**config.mk**
```make
export PLATFORM = sky130hd
export DESIGN_NAME = audio_clock_dividers
export DESIGN_NICKNAME = d
export VERILOG_FILES = /design/src/logic/audio_clk_pkg.sv /design/src/logic/div_port_if.sv /design/src/logic/audio_clock_dividers.sv /design/src/logic/frac_clk_div.sv
export SDC_FILE = /design/constraint.sdc
export NUM_CORES = 1
export LEC_CHECK = 0
export BUFFER_PORTS_ARGS = -buffer_cell sky130_fd_sc_hd__buf_2
export CORE_ASPECT_RATIO = 1.2
export CORE_UTILIZATION = 61
export CTS_CLUSTER_SIZE = 20
export DETAILED_ROUTE_END_ITERATION = 8
export HOLD_SLACK_MARGIN = 0.06
export PLACE_DENSITY = 0.83
export SLEW_MARGIN = 20
export SYNTH_ARGS = -nofsm -noshare
export SYNTH_HDL_FRONTEND = slang
export SYNTH_HIERARCHICAL = 1
export SYNTH_SLANG_ARGS = --single-unit
export TNS_END_PERCENT = 5
```
**constraint.sdc**
```tcl
create_clock -name clk -period 6.9 [get_ports clk]
set_input_delay 0.69 -clock clk [delete_from_list [all_inputs] [get_ports clk]]
set_output_delay 0.69 -clock clk [all_outputs]
set_load 0.05 [all_outputs]
```
**src/logic/audio_clk_pkg.sv**
```systemverilog
// audio clock divider constants: register map, field layout, reset values
// assumes a 32-bit APB slave with 12-bit byte address inside the block window
package audio_clk_pkg;
    localparam int ADDR_W = 12;
    localparam int DATA_W = 32;
    localparam int REG_W = 16;

    // printed offsets are not word aligned: kept as indices, byte address = 4 x index
    localparam logic [31:0] BLOCK_BASE = 32'h50001c40;
    localparam logic [31:0] VOICE_DIV_IDX = 32'h50001c40;
    localparam logic [31:0] VOICE_FRAC_IDX = 32'h50001c42;
    localparam logic [31:0] DENSITY_IDX = 32'h50001c44;
    localparam logic [31:0] RATE_IDX = 32'h50001c46;
    localparam logic [ADDR_W-1:0] VOICE_DIV_ADDR = ADDR_W'((VOICE_DIV_IDX - BLOCK_BASE) * 4);
    localparam logic [ADDR_W-1:0] VOICE_FRAC_ADDR = ADDR_W'((VOICE_FRAC_IDX - BLOCK_BASE) * 4);
    localparam logic [ADDR_W-1:0] DENSITY_ADDR = ADDR_W'((DENSITY_IDX - BLOCK_BASE) * 4);
    localparam logic [ADDR_W-1:0] RATE_ADDR = ADDR_W'((RATE_IDX - BLOCK_BASE) * 4);
    localparam logic [ADDR_W-1:0] STATUS_ADDR = 12'h020;

    // voice (pcm) control
    localparam int VC_EN_BIT = 12;
    localparam int VC_DIV_W = 12;
    localparam int VC_CTRL_W = 14;
    localparam logic [VC_CTRL_W-1:0] VC_CTRL_RST = 14'h0000;
    localparam int FRAC_W = 16;
    localparam logic [FRAC_W-1:0] FRAC_RST = 16'h0000;

    // density modulation (pdm) control
    localparam int DM_MASTER_BIT = 9;
    localparam int DM_EN_BIT = 8;
    localparam int DM_DIV_W = 8;
    localparam int DM_CTRL_W = 10;
    localparam logic [DM_CTRL_W-1:0] DM_CTRL_RST = 10'h000;

    // rate converter control
    localparam int RC_EN_BIT = 8;
    localparam int RC_DIV_W = 8;
    localparam int RC_CTRL_W = 9;
    localparam logic [RC_CTRL_W-1:0] RC_CTRL_RST = 9'h000;

    // status bit positions
    localparam int ST_VOICE_BIT = 0;
    localparam int ST_DENSITY_BIT = 1;
    localparam int ST_RATE_BIT = 2;
    localparam int ST_EXT_BIT = 3;
    localparam int ST_W = 4;

    localparam logic [DATA_W-1:0] RDATA_NONE = 32'h00000000;
endpackage

```
**src/logic/div_port_if.sv**
```systemverilog
// control and clock outputs of one divider channel
// assumes one controller and one generator on the same clock
`timescale 1ns/1ps
`default_nettype none
interface div_port_if #(parameter int DIV_W = 12, parameter int FRAC_W = 16);
    logic en;
    logic [DIV_W-1:0] div;
    logic [FRAC_W-1:0] frac;
    logic clk_lvl;
    logic tick;
    modport ctrl (output en, output div, output frac, input clk_lvl, input tick);
    modport gen (input en, input div, input frac, output clk_lvl, output tick);
endinterface
`default_nettype wire

```
**src/logic/audio_clock_dividers.sv**
```systemverilog
// audio clock dividers: voice (pcm), density modulation (pdm) and rate converter
// assumes an APB master on clk and an external density clock pin from another domain
`timescale 1ns/1ps
`default_nettype none
module audio_clock_dividers (
    // clock and reset
    input wire logic clk,
    input wire logic rst_n,
    // apb slave
    input wire logic psel,
    input wire logic penable,
    input wire logic pwrite,
    input wire logic [audio_clk_pkg::ADDR_W-1:0] paddr,
    input wire logic [audio_clk_pkg::DATA_W-1:0] pwdata,
    input wire logic [3:0] pstrb,
    output logic [audio_clk_pkg::DATA_W-1:0] prdata,
    output logic pready,
    output logic pslverr,
    // voice clock to the pcm unit
    output logic voice_clk,
    output logic voice_tick,
    // density clock to the pdm unit and its pin
    input wire logic density_clk_in,
    output logic density_clk_out,
    output logic density_clk_oe,
    output logic density_clk,
    output logic density_tick,
    // rate converter clock
    output logic rate_clk,
    output logic rate_tick
);
    import audio_clk_pkg::*;

    // merges the low two byte lanes of a write into a 16-bit register image
    function automatic logic [REG_W-1:0] lane_merge(
        input logic [REG_W-1:0] old_v,
        input logic [DATA_W-1:0] wd,
        input logic [3:0] strb
    );
        lane_merge = old_v;
        if (strb[0]) begin
            lane_merge[7:0] = wd[7:0];
        end
        if (strb[1]) begin
            lane_merge[15:8] = wd[15:8];
        end
    endfunction

    // register state
    logic [VC_CTRL_W-1:0] vc_ctrl_q;
    logic [FRAC_W-1:0] vc_frac_q;
    logic [DM_CTRL_W-1:0] dm_ctrl_q;
    logic [RC_CTRL_W-1:0] rc_ctrl_q;

    // bus state
    logic pready_q;
    logic pslverr_q;
    logic [DATA_W-1:0] prdata_q;
    logic access;
    logic done;
    logic hit;
    logic wr;
    logic [DATA_W-1:0] rd_mux;

    // density pin synchroniser and edge memory
    logic ext_meta_q;
    logic ext_sync_q;
    logic ext_last_q;

    // output flops
    logic voice_clk_q;
    logic voice_tick_q;
    logic density_clk_q;
    logic density_tick_q;
    logic density_out_q;
    logic density_oe_q;
    logic rate_clk_q;
    logic rate_tick_q;

    div_port_if #(.DIV_W(VC_DIV_W), .FRAC_W(FRAC_W)) vc_if ();
    div_port_if #(.DIV_W(DM_DIV_W), .FRAC_W(FRAC_W)) dm_if ();
    div_port_if #(.DIV_W(RC_DIV_W), .FRAC_W(FRAC_W)) rc_if ();

    // bus decode
    assign access = psel && penable;
    assign done = access && pready_q;
    assign hit = (paddr == VOICE_DIV_ADDR) || (paddr == VOICE_FRAC_ADDR) ||
                 (paddr == DENSITY_ADDR) || (paddr == RATE_ADDR) || (paddr == STATUS_ADDR);
    assign wr = done && pwrite && hit;

    always_comb begin
        rd_mux = RDATA_NONE;
        case (paddr)
            VOICE_DIV_ADDR: begin
                rd_mux = DATA_W'(vc_ctrl_q);
            end
            VOICE_FRAC_ADDR: begin
                rd_mux = DATA_W'(vc_frac_q);
            end
            DENSITY_ADDR: begin
                rd_mux = DATA_W'(dm_ctrl_q);
            end
            RATE_ADDR: begin
                rd_mux = DATA_W'(rc_ctrl_q);
            end
            STATUS_ADDR: begin
                rd_mux[ST_VOICE_BIT] = voice_clk_q;
                rd_mux[ST_DENSITY_BIT] = density_clk_q;
                rd_mux[ST_RATE_BIT] = rate_clk_q;
                rd_mux[ST_EXT_BIT] = ext_sync_q;
            end
            default: begin
                rd_mux = RDATA_NONE;
            end
        endcase
    end

    // one wait state: pready rises in the second access cycle, read data latched with it
    always_ff @(posedge clk or negedge rst_n) begin
        if (!rst_n) begin
            pready_q <= 1'b0;
            pslverr_q <= 1'b0;
            prdata_q <= RDATA_NONE;
        end else if (access && !pready_q) begin
            pready_q <= 1'b1;
            pslverr_q <= !hit;
            prdata_q <= (pwrite || !hit) ? RDATA_NONE : rd_mux;
        end else begin
            pready_q <= 1'b0;
            pslverr_q <= 1'b0;
        end
    end

    // divider and enable land on the same edge when written together
    always_ff @(posedge clk or negedge rst_n) begin
        if (!rst_n) begin
            vc_ctrl_q <= VC_CTRL_RST;
        end else if (wr && paddr == VOICE_DIV_ADDR) begin
            vc_ctrl_q <= VC_CTRL_W'(lane_merge(REG_W'(vc_ctrl_q), pwdata, pstrb));
        end
    end

    always_ff @(posedge clk or negedge rst_n) begin
        if (!rst_n) begin
            vc_frac_q <= FRAC_RST;
        end else if (wr && paddr == VOICE_FRAC_ADDR) begin
            vc_frac_q <= lane_merge(vc_frac_q, pwdata, pstrb);
        end
    end

    always_ff @(posedge clk or negedge rst_n) begin
        if (!rst_n) begin
            dm_ctrl_q <= DM_CTRL_RST;
        end else if (wr && paddr == DENSITY_ADDR) begin
            dm_ctrl_q <= DM_CTRL_W'(lane_merge(REG_W'(dm_ctrl_q), pwdata, pstrb));
        end
    end

    always_ff @(posedge clk or negedge rst_n) begin
        if (!rst_n) begin
            rc_ctrl_q <= RC_CTRL_RST;
        end else if (wr && paddr == RATE_ADDR) begin
            rc_ctrl_q <= RC_CTRL_W'(lane_merge(REG_W'(rc_ctrl_q), pwdata, pstrb));
        end
    end

    // channel controls; only the voice channel carries a stretch pattern
    assign vc_if.en = vc_ctrl_q[VC_EN_BIT];
    assign vc_if.div = vc_ctrl_q[VC_DIV_W-1:0];
    assign vc_if.frac = vc_frac_q;
    // in slave mode the internal divider idles to save power
    assign dm_if.en = dm_ctrl_q[DM_EN_BIT] && dm_ctrl_q[DM_MASTER_BIT];
    assign dm_if.div = dm_ctrl_q[DM_DIV_W-1:0];
    assign dm_if.frac = '0;
    assign rc_if.en = rc_ctrl_q[RC_EN_BIT];
    assign rc_if.div = rc_ctrl_q[RC_DIV_W-1:0];
    assign rc_if.frac = '0;

    frac_clk_div #(.DIV_W(VC_DIV_W), .FRAC_W(FRAC_W)) u_voice_div (
        .clk(clk),
        .rst_n(rst_n),
        .port(vc_if.gen)
    );

    frac_clk_div #(.DIV_W(DM_DIV_W), .FRAC_W(FRAC_W)) u_density_div (
        .clk(clk),
        .rst_n(rst_n),
        .port(dm_if.gen)
    );

    frac_clk_div #(.DIV_W(RC_DIV_W), .FRAC_W(FRAC_W)) u_rate_div (
        .clk(clk),
        .rst_n(rst_n),
        .port(rc_if.gen)
    );

    // external density clock comes from another domain
    always_ff @(posedge clk or negedge rst_n) begin
        if (!rst_n) begin
            ext_meta_q <= 1'b0;
            ext_sync_q <= 1'b0;
            ext_last_q <= 1'b0;
        end else begin
            ext_meta_q <= density_clk_in;
            ext_sync_q <= ext_meta_q;
            ext_last_q <= ext_sync_q;
        end
    end

    always_ff @(posedge clk or negedge rst_n) begin
        if (!rst_n) begin
            voice_clk_q <= 1'b0;
            voice_tick_q <= 1'b0;
        end else begin
            voice_clk_q <= vc_if.clk_lvl;
            voice_tick_q <= vc_if.tick;
        end
    end

    // master drives its own divided clock, slave follows the pin at three cycles latency
    always_ff @(posedge clk or negedge rst_n) begin
        if (!rst_n) begin
            density_clk_q <= 1'b0;
            density_tick_q <= 1'b0;
            density_out_q <= 1'b0;
            density_oe_q <= 1'b0;
        end else if (!dm_ctrl_q[DM_EN_BIT]) begin
            density_clk_q <= 1'b0;
            density_tick_q <= 1'b0;
            density_out_q <= 1'b0;
            density_oe_q <= 1'b0;
        end else if (dm_ctrl_q[DM_MASTER_BIT]) begin
            density_clk_q <= dm_if.clk_lvl;
            density_tick_q <= dm_if.tick;
            density_out_q <= dm_if.clk_lvl;
            density_oe_q <= 1'b1;
        end else begin
            density_clk_q <= ext_sync_q;
            density_tick_q <= ext_sync_q && !ext_last_q;
            density_out_q <= 1'b0;
            density_oe_q <= 1'b0;
        end
    end

    always_ff @(posedge clk or negedge rst_n) begin
        if (!rst_n) begin
            rate_clk_q <= 1'b0;
            rate_tick_q <= 1'b0;
        end else begin
            rate_clk_q <= rc_if.clk_lvl;
            rate_tick_q <= rc_if.tick;
        end
    end

    assign prdata = prdata_q;
    assign pready = pready_q;
    assign pslverr = pslverr_q;
    assign voice_clk = voice_clk_q;
    assign voice_tick = voice_tick_q;
    assign density_clk_out = density_out_q;
    assign density_clk_oe = density_oe_q;
    assign density_clk = density_clk_q;
    assign density_tick = density_tick_q;
    assign rate_clk = rate_clk_q;
    assign rate_tick = rate_tick_q;

    chk_apb_wait_state: assert property (@(posedge clk) disable iff (!rst_n)
        psel && penable && !pready_q |=> pready_q ##1 !pready_q)
        else $error("apb answer not given after one wait state");

    chk_voice_off: assert property (@(posedge clk) disable iff (!rst_n)
        !vc_ctrl_q[VC_EN_BIT] [*2] |=> !voice_clk_q && !voice_tick_q)
        else $error("voice clock active while disabled");

    chk_voice_start: assert property (@(posedge clk) disable iff (!rst_n)
        !vc_ctrl_q[VC_EN_BIT] ##1 vc_ctrl_q[VC_EN_BIT] [*2] |=> voice_tick_q && voice_clk_q)
        else $error("voice clock did not start two cycles after enable");

    chk_density_off: assert property (@(posedge clk) disable iff (!rst_n)
        !dm_ctrl_q[DM_EN_BIT] |=> !density_clk_q && !density_oe_q)
        else $error("density clock active while disabled");

    chk_master_drive: assert property (@(posedge clk) disable iff (!rst_n)
        dm_ctrl_q[DM_EN_BIT] |=> density_oe_q == $past(dm_ctrl_q[DM_MASTER_BIT]))
        else $error("density pin drive does not follow master select");

    chk_slave_follow: assert property (@(posedge clk) disable iff (!rst_n)
        dm_ctrl_q[DM_EN_BIT] && !dm_ctrl_q[DM_MASTER_BIT] |=> density_clk_q == $past(ext_sync_q))
        else $error("slave density clock does not follow the pin");

    chk_rate_off: assert property (@(posedge clk) disable iff (!rst_n)
        !rc_ctrl_q[RC_EN_BIT] [*2] |=> !rate_clk_q && !rate_tick_q)
        else $error("rate clock active while disabled");
endmodule
`default_nettype wire

```
**src/logic/frac_clk_div.sv**
```systemverilog
// one integer divider with optional fractional stretch pattern
// assumes en, div and frac come from registers on the same clock
`timescale 1ns/1ps
`default_nettype none
module frac_clk_div #(
    parameter int DIV_W = 12,
    parameter int FRAC_W = 16
) (
    // clock and reset
    input wire logic clk,
    input wire logic rst_n,
    // channel
    div_port_if.gen port
);
    localparam int CNT_W = DIV_W + 1;
    localparam int PH_W = (FRAC_W > 1) ? $clog2(FRAC_W) : 1;

    // highest set bit of the pattern; zero when the pattern is empty
    function automatic logic [PH_W-1:0] top_bit(input logic [FRAC_W-1:0] p);
        top_bit = '0;
        for (int i = 0; i < FRAC_W; i++) begin
            if (p[i]) begin
                top_bit = PH_W'(i);
            end
        end
    endfunction

    logic [CNT_W-1:0] cnt_q;
    logic [PH_W-1:0] phase_q;
    logic clk_q;
    logic tick_q;
    logic [CNT_W-1:0] base;
    logic [CNT_W-1:0] period;
    logic [CNT_W-1:0] high_len;
    logic ext;
    logic wrap;

    // a divider of zero runs as divide by one rather than freezing the clock
    assign base = (port.div == '0) ? CNT_W'(1) : CNT_W'(port.div);
    assign ext = (port.frac != '0) && port.frac[phase_q];
    assign period = base + CNT_W'(ext);
    assign high_len = CNT_W'((period + CNT_W'(1)) >> 1);
    assign wrap = (cnt_q >= period - CNT_W'(1));

    always_ff @(posedge clk or negedge rst_n) begin
        if (!rst_n) begin
            cnt_q <= '0;
        end else if (!port.en) begin
            cnt_q <= '0;
        end else if (wrap) begin
            cnt_q <= '0;
        end else begin
            cnt_q <= cnt_q + CNT_W'(1);
        end
    end

    // pattern walked from its top bit down, then round again
    always_ff @(posedge clk or negedge rst_n) begin
        if (!rst_n) begin
            phase_q <= '0;
        end else if (!port.en) begin
            phase_q <= top_bit(port.frac);
        end else if (wrap) begin
            phase_q <= (phase_q == '0) ? top_bit(port.frac) : phase_q - PH_W'(1);
        end
    end

    always_ff @(posedge clk or negedge rst_n) begin
        if (!rst_n) begin
            clk_q <= 1'b0;
            tick_q <= 1'b0;
        end else begin
            clk_q <= port.en && (cnt_q < high_len);
            tick_q <= port.en && (cnt_q == '0);
        end
    end

    assign port.clk_lvl = clk_q;
    assign port.tick = tick_q;

    chk_stop_cleared: assert property (@(posedge clk) disable iff (!rst_n)
        !port.en |=> (cnt_q == '0) && !clk_q && !tick_q)
        else $error("divider not held cleared while disabled");

    chk_clean_start: assert property (@(posedge clk) disable iff (!rst_n)
        !port.en ##1 port.en |=> tick_q && clk_q)
        else $error("divider did not start a fresh period");

    chk_stretch_cycle: assert property (@(posedge clk) disable iff (!rst_n)
        port.en && ext && (cnt_q == base - CNT_W'(1)) |=> cnt_q == $past(base))
        else $error("set pattern bit did not lengthen the period");

    chk_phase_wrap: assert property (@(posedge clk) disable iff (!rst_n)
        port.en && wrap && (phase_q == '0) |=> phase_q == $past(top_bit(port.frac)))
        else $error("pattern walk did not restart at its top bit");
endmodule
`default_nettype wire

```
==> impl_metrics.ini <==
[worst_setup_path]
arrival_ns = 5.70
required_ns = 7.18
worstReg2RegEnd = u_voice_div/phase_q[0]
reg2reg_depth = 16
end_kind = flop
crit_path_max_fanout = 14
crit_type = reg -> reg
cp-start-kind = flop
r2r_slack_ns = 1.49
regToRegStartpoint = u_voice_div/phase_q[0]

[synth]
seq_area_frac_synth = 0.319
async_flop_share = 1.00
synth_top_area_share = 0.319
synth_flop_cell = dfrtp_1
synth_area_leaders = dfrtp_1 (32%), ha_1 (9.7%), mux2_2 (5.5%)
syn_area_mm2 = 0.00996
yosysMostFrequentCell = dfrtp_1
synth.distinct_cells = 96
synth_cells = 1025
synth-seq-cells = 127
yosys.area.top_type = dfrtp_1
synth.avg_cell_area_um2 = 9.72
synth_commonest_cells = dfrtp_1 (127), nor2_1 (81), ha_1 (77)
yosysWarnings = 6
synth_edf_count = 0

[timing]
rsz0062_at_grt = no
setup_viol = 0
setup_ws_ns = 1.49
final-max-slew-violation-count = 0
slew_headroom = 0.274
tns_ns = 0
hold_viol = 0
clock.fmax_mhz = 185
fin_crit_sh = 0.784
min_period_ns = 5.41
worst_pin_slew_ns = 1.08
skew_ns = 0.00855

[floorplan]
die_y_um = 142
coreArea_mm2 = 0.0158
die_area_mm2 = 0.0169
start_util = 0.632
fp.dieW_um = 119
ios = 96
row_count = 50

[clock_network]
cts.sinks = 127
clk_pin_slew_ns = 0.06
cts_buffers = 17
postCtsSetupBuffers = 0
clk_latency_ns = 0.43
htreeDepth = 4
cts_hold_buf = 0
cts_max_path_buffers = 2
cts-root-buf = clkbuf_16
cts_resized = 0
cts_tree = yes

[power_and_ir_drop]
ir_worst_vdd_mv = 0.193
power_leakage_uw = 0.00520
power_uw = 1830
p_per_area_mw_per_mm2 = 163

[global_routing]
grt-ovfl-total = 0
grt_first_pass_wirelength_um = 39000
antenna_found_initial = 2
grt_pass1_vias = 8257
grt_usage = 0.288
grt_max_degree = 68

[final_layout]
diodes = 0
final_util = 0.714
nNetsFinal = 1309
nFillCells = 1204
drive_above_1_share = 0.176
area_growth_pct = 13.0

[routing]
drc = 0
first_pass_iters = 5
postRouteAntennaNets = 0
wl_um = 23100
vias = 8238
drt_iter0_drc = 659
vias_per_cell = 5.89
wl_per_cell_um = 16.5

[placement]
pre_cts_slack_ns = 1.58
dp_hpwl_um = 16600
routabilityCongestion = 0.859
portBuffers = 61

[min_path]
hold_path_class = in -> async

[status]
outcome = completed

[flow_run]
maxCapViolCount = 0
area by class of cell:
type	count	area (um2)	share of cell area
Timing Repair Buffer	63	327	0.0290
Inverter	41	154	0.0137
Multi-Input combinational cell	928	6760	0.600
Tap cell	208	260	0.0231
Clock inverter	13	129	0.0114
Clock buffer	19	453	0.0402
Sequential cell	127	3180	0.282
routing by layer:
layer	global-route usage	up-vias	part of all wire
li1	-	3927	-
met3	0.0493	61	0.044
met4	0.109	2	0.027
met2	0.523	279	0.52
met5	0	-	0.00056
met1	0.340	3969	0.41
critical path, cell delays in order, from the launching register on:
cell,delay (ns)
dfrtp_1,0.56
mux4_2,0.55
mux4_2,0.49
ha_1,0.27
ha_1,0.37
nand3_2,0.21
nor2_2,0.06
xnor2_1,0.43
or3b_4,0.49
nand3_2,0.10
o21ai_2,0.06
xnor2_1,0.15
ha_1,0.34
nand4_1,0.13
o31ai_2,0.63
buf_4,0.34
a211oi_1,0.10
cells by family (layout without fill, tap and decap cells):
group                    count (synthesis)  in the layout  share of synthesized area
other                                    1            137                   0.000376
flip-flops                             127            127                      0.319
AND/OR/NAND/NOR                        355            355                      0.198
buffers and inverters                  106            136                     0.0545
AO/OA/AOI/OAI                          193            193                      0.140
XOR/XNOR                                84             84                     0.0772
adder cells (fa/ha/maj)                 78             78                     0.0977
multiplexers                            81             81                      0.113
cell usage in the layout, fill, tap and decap left out, drive strengths merged, types with 12 or more instances in the layout:
cell and count:
a211oi 14, a21o 13, a21oi 33, a22oi 14, and3 14, buf 63
clkbuf 19, conb 137, dfrtp 127, ha 77, inv 46, mux2 50
mux4 20, nand2 65, nand2b 12, nand3 45, nor2 84, nor3 33
nor4 28, o21ai 38, xnor2 48, xor2 36
state kept, by name (all words and copies together) (netlist names), 9 cells and up:
name	count
u_density_div/cnt_q	9
rc_ctrl_q	9
u_rate_div/cnt_q	9
u_voice_div/cnt_q	13
prdata	16
dm_ctrl_q	10
vc_ctrl_q	14
vc_frac_q	16
metrics by stage:
stage / cells / cell area (um2) / hold slack [ns]
floorplan: 1161 / 10500 / 0.331
global placement: 1367 / 10700 / 0.334
detailed placement: 1367 / 10700 / 0.338
CTS: 1399 / 11300 / 0.256
global route: 1399 / 11300 / 0.284
finish: 1399 / 11300 / 0.233
how the worst max path moves through the flow:
stage | slack [ns] | from | to
after global routing | 1.17 | u_voice_div/phase_q[0] | u_voice_div/phase_q[0]
final | 1.49 | u_voice_div/phase_q[0] | u_voice_div/phase_q[0]
after global placement | 1.65 | u_voice_div/phase_q[0] | u_voice_div/phase_q[0]
after CTS | 1.55 | u_voice_div/phase_q[0] | u_voice_div/phase_q[0]
after floorplan | 2.09 | u_voice_div/phase_q[0] | u_voice_div/cnt_q[10]
after detailed placement | 1.58 | u_voice_div/phase_q[0] | u_voice_div/phase_q[0]
power by group:
group | total, uW | internal [uW] | switching, uW
Clock | 886 | 521 | 365
Combinational | 193 | 71.9 | 121
Sequential | 754 | 748 | 5.49
No activity file was read; power rests on OpenSTA's default activity.
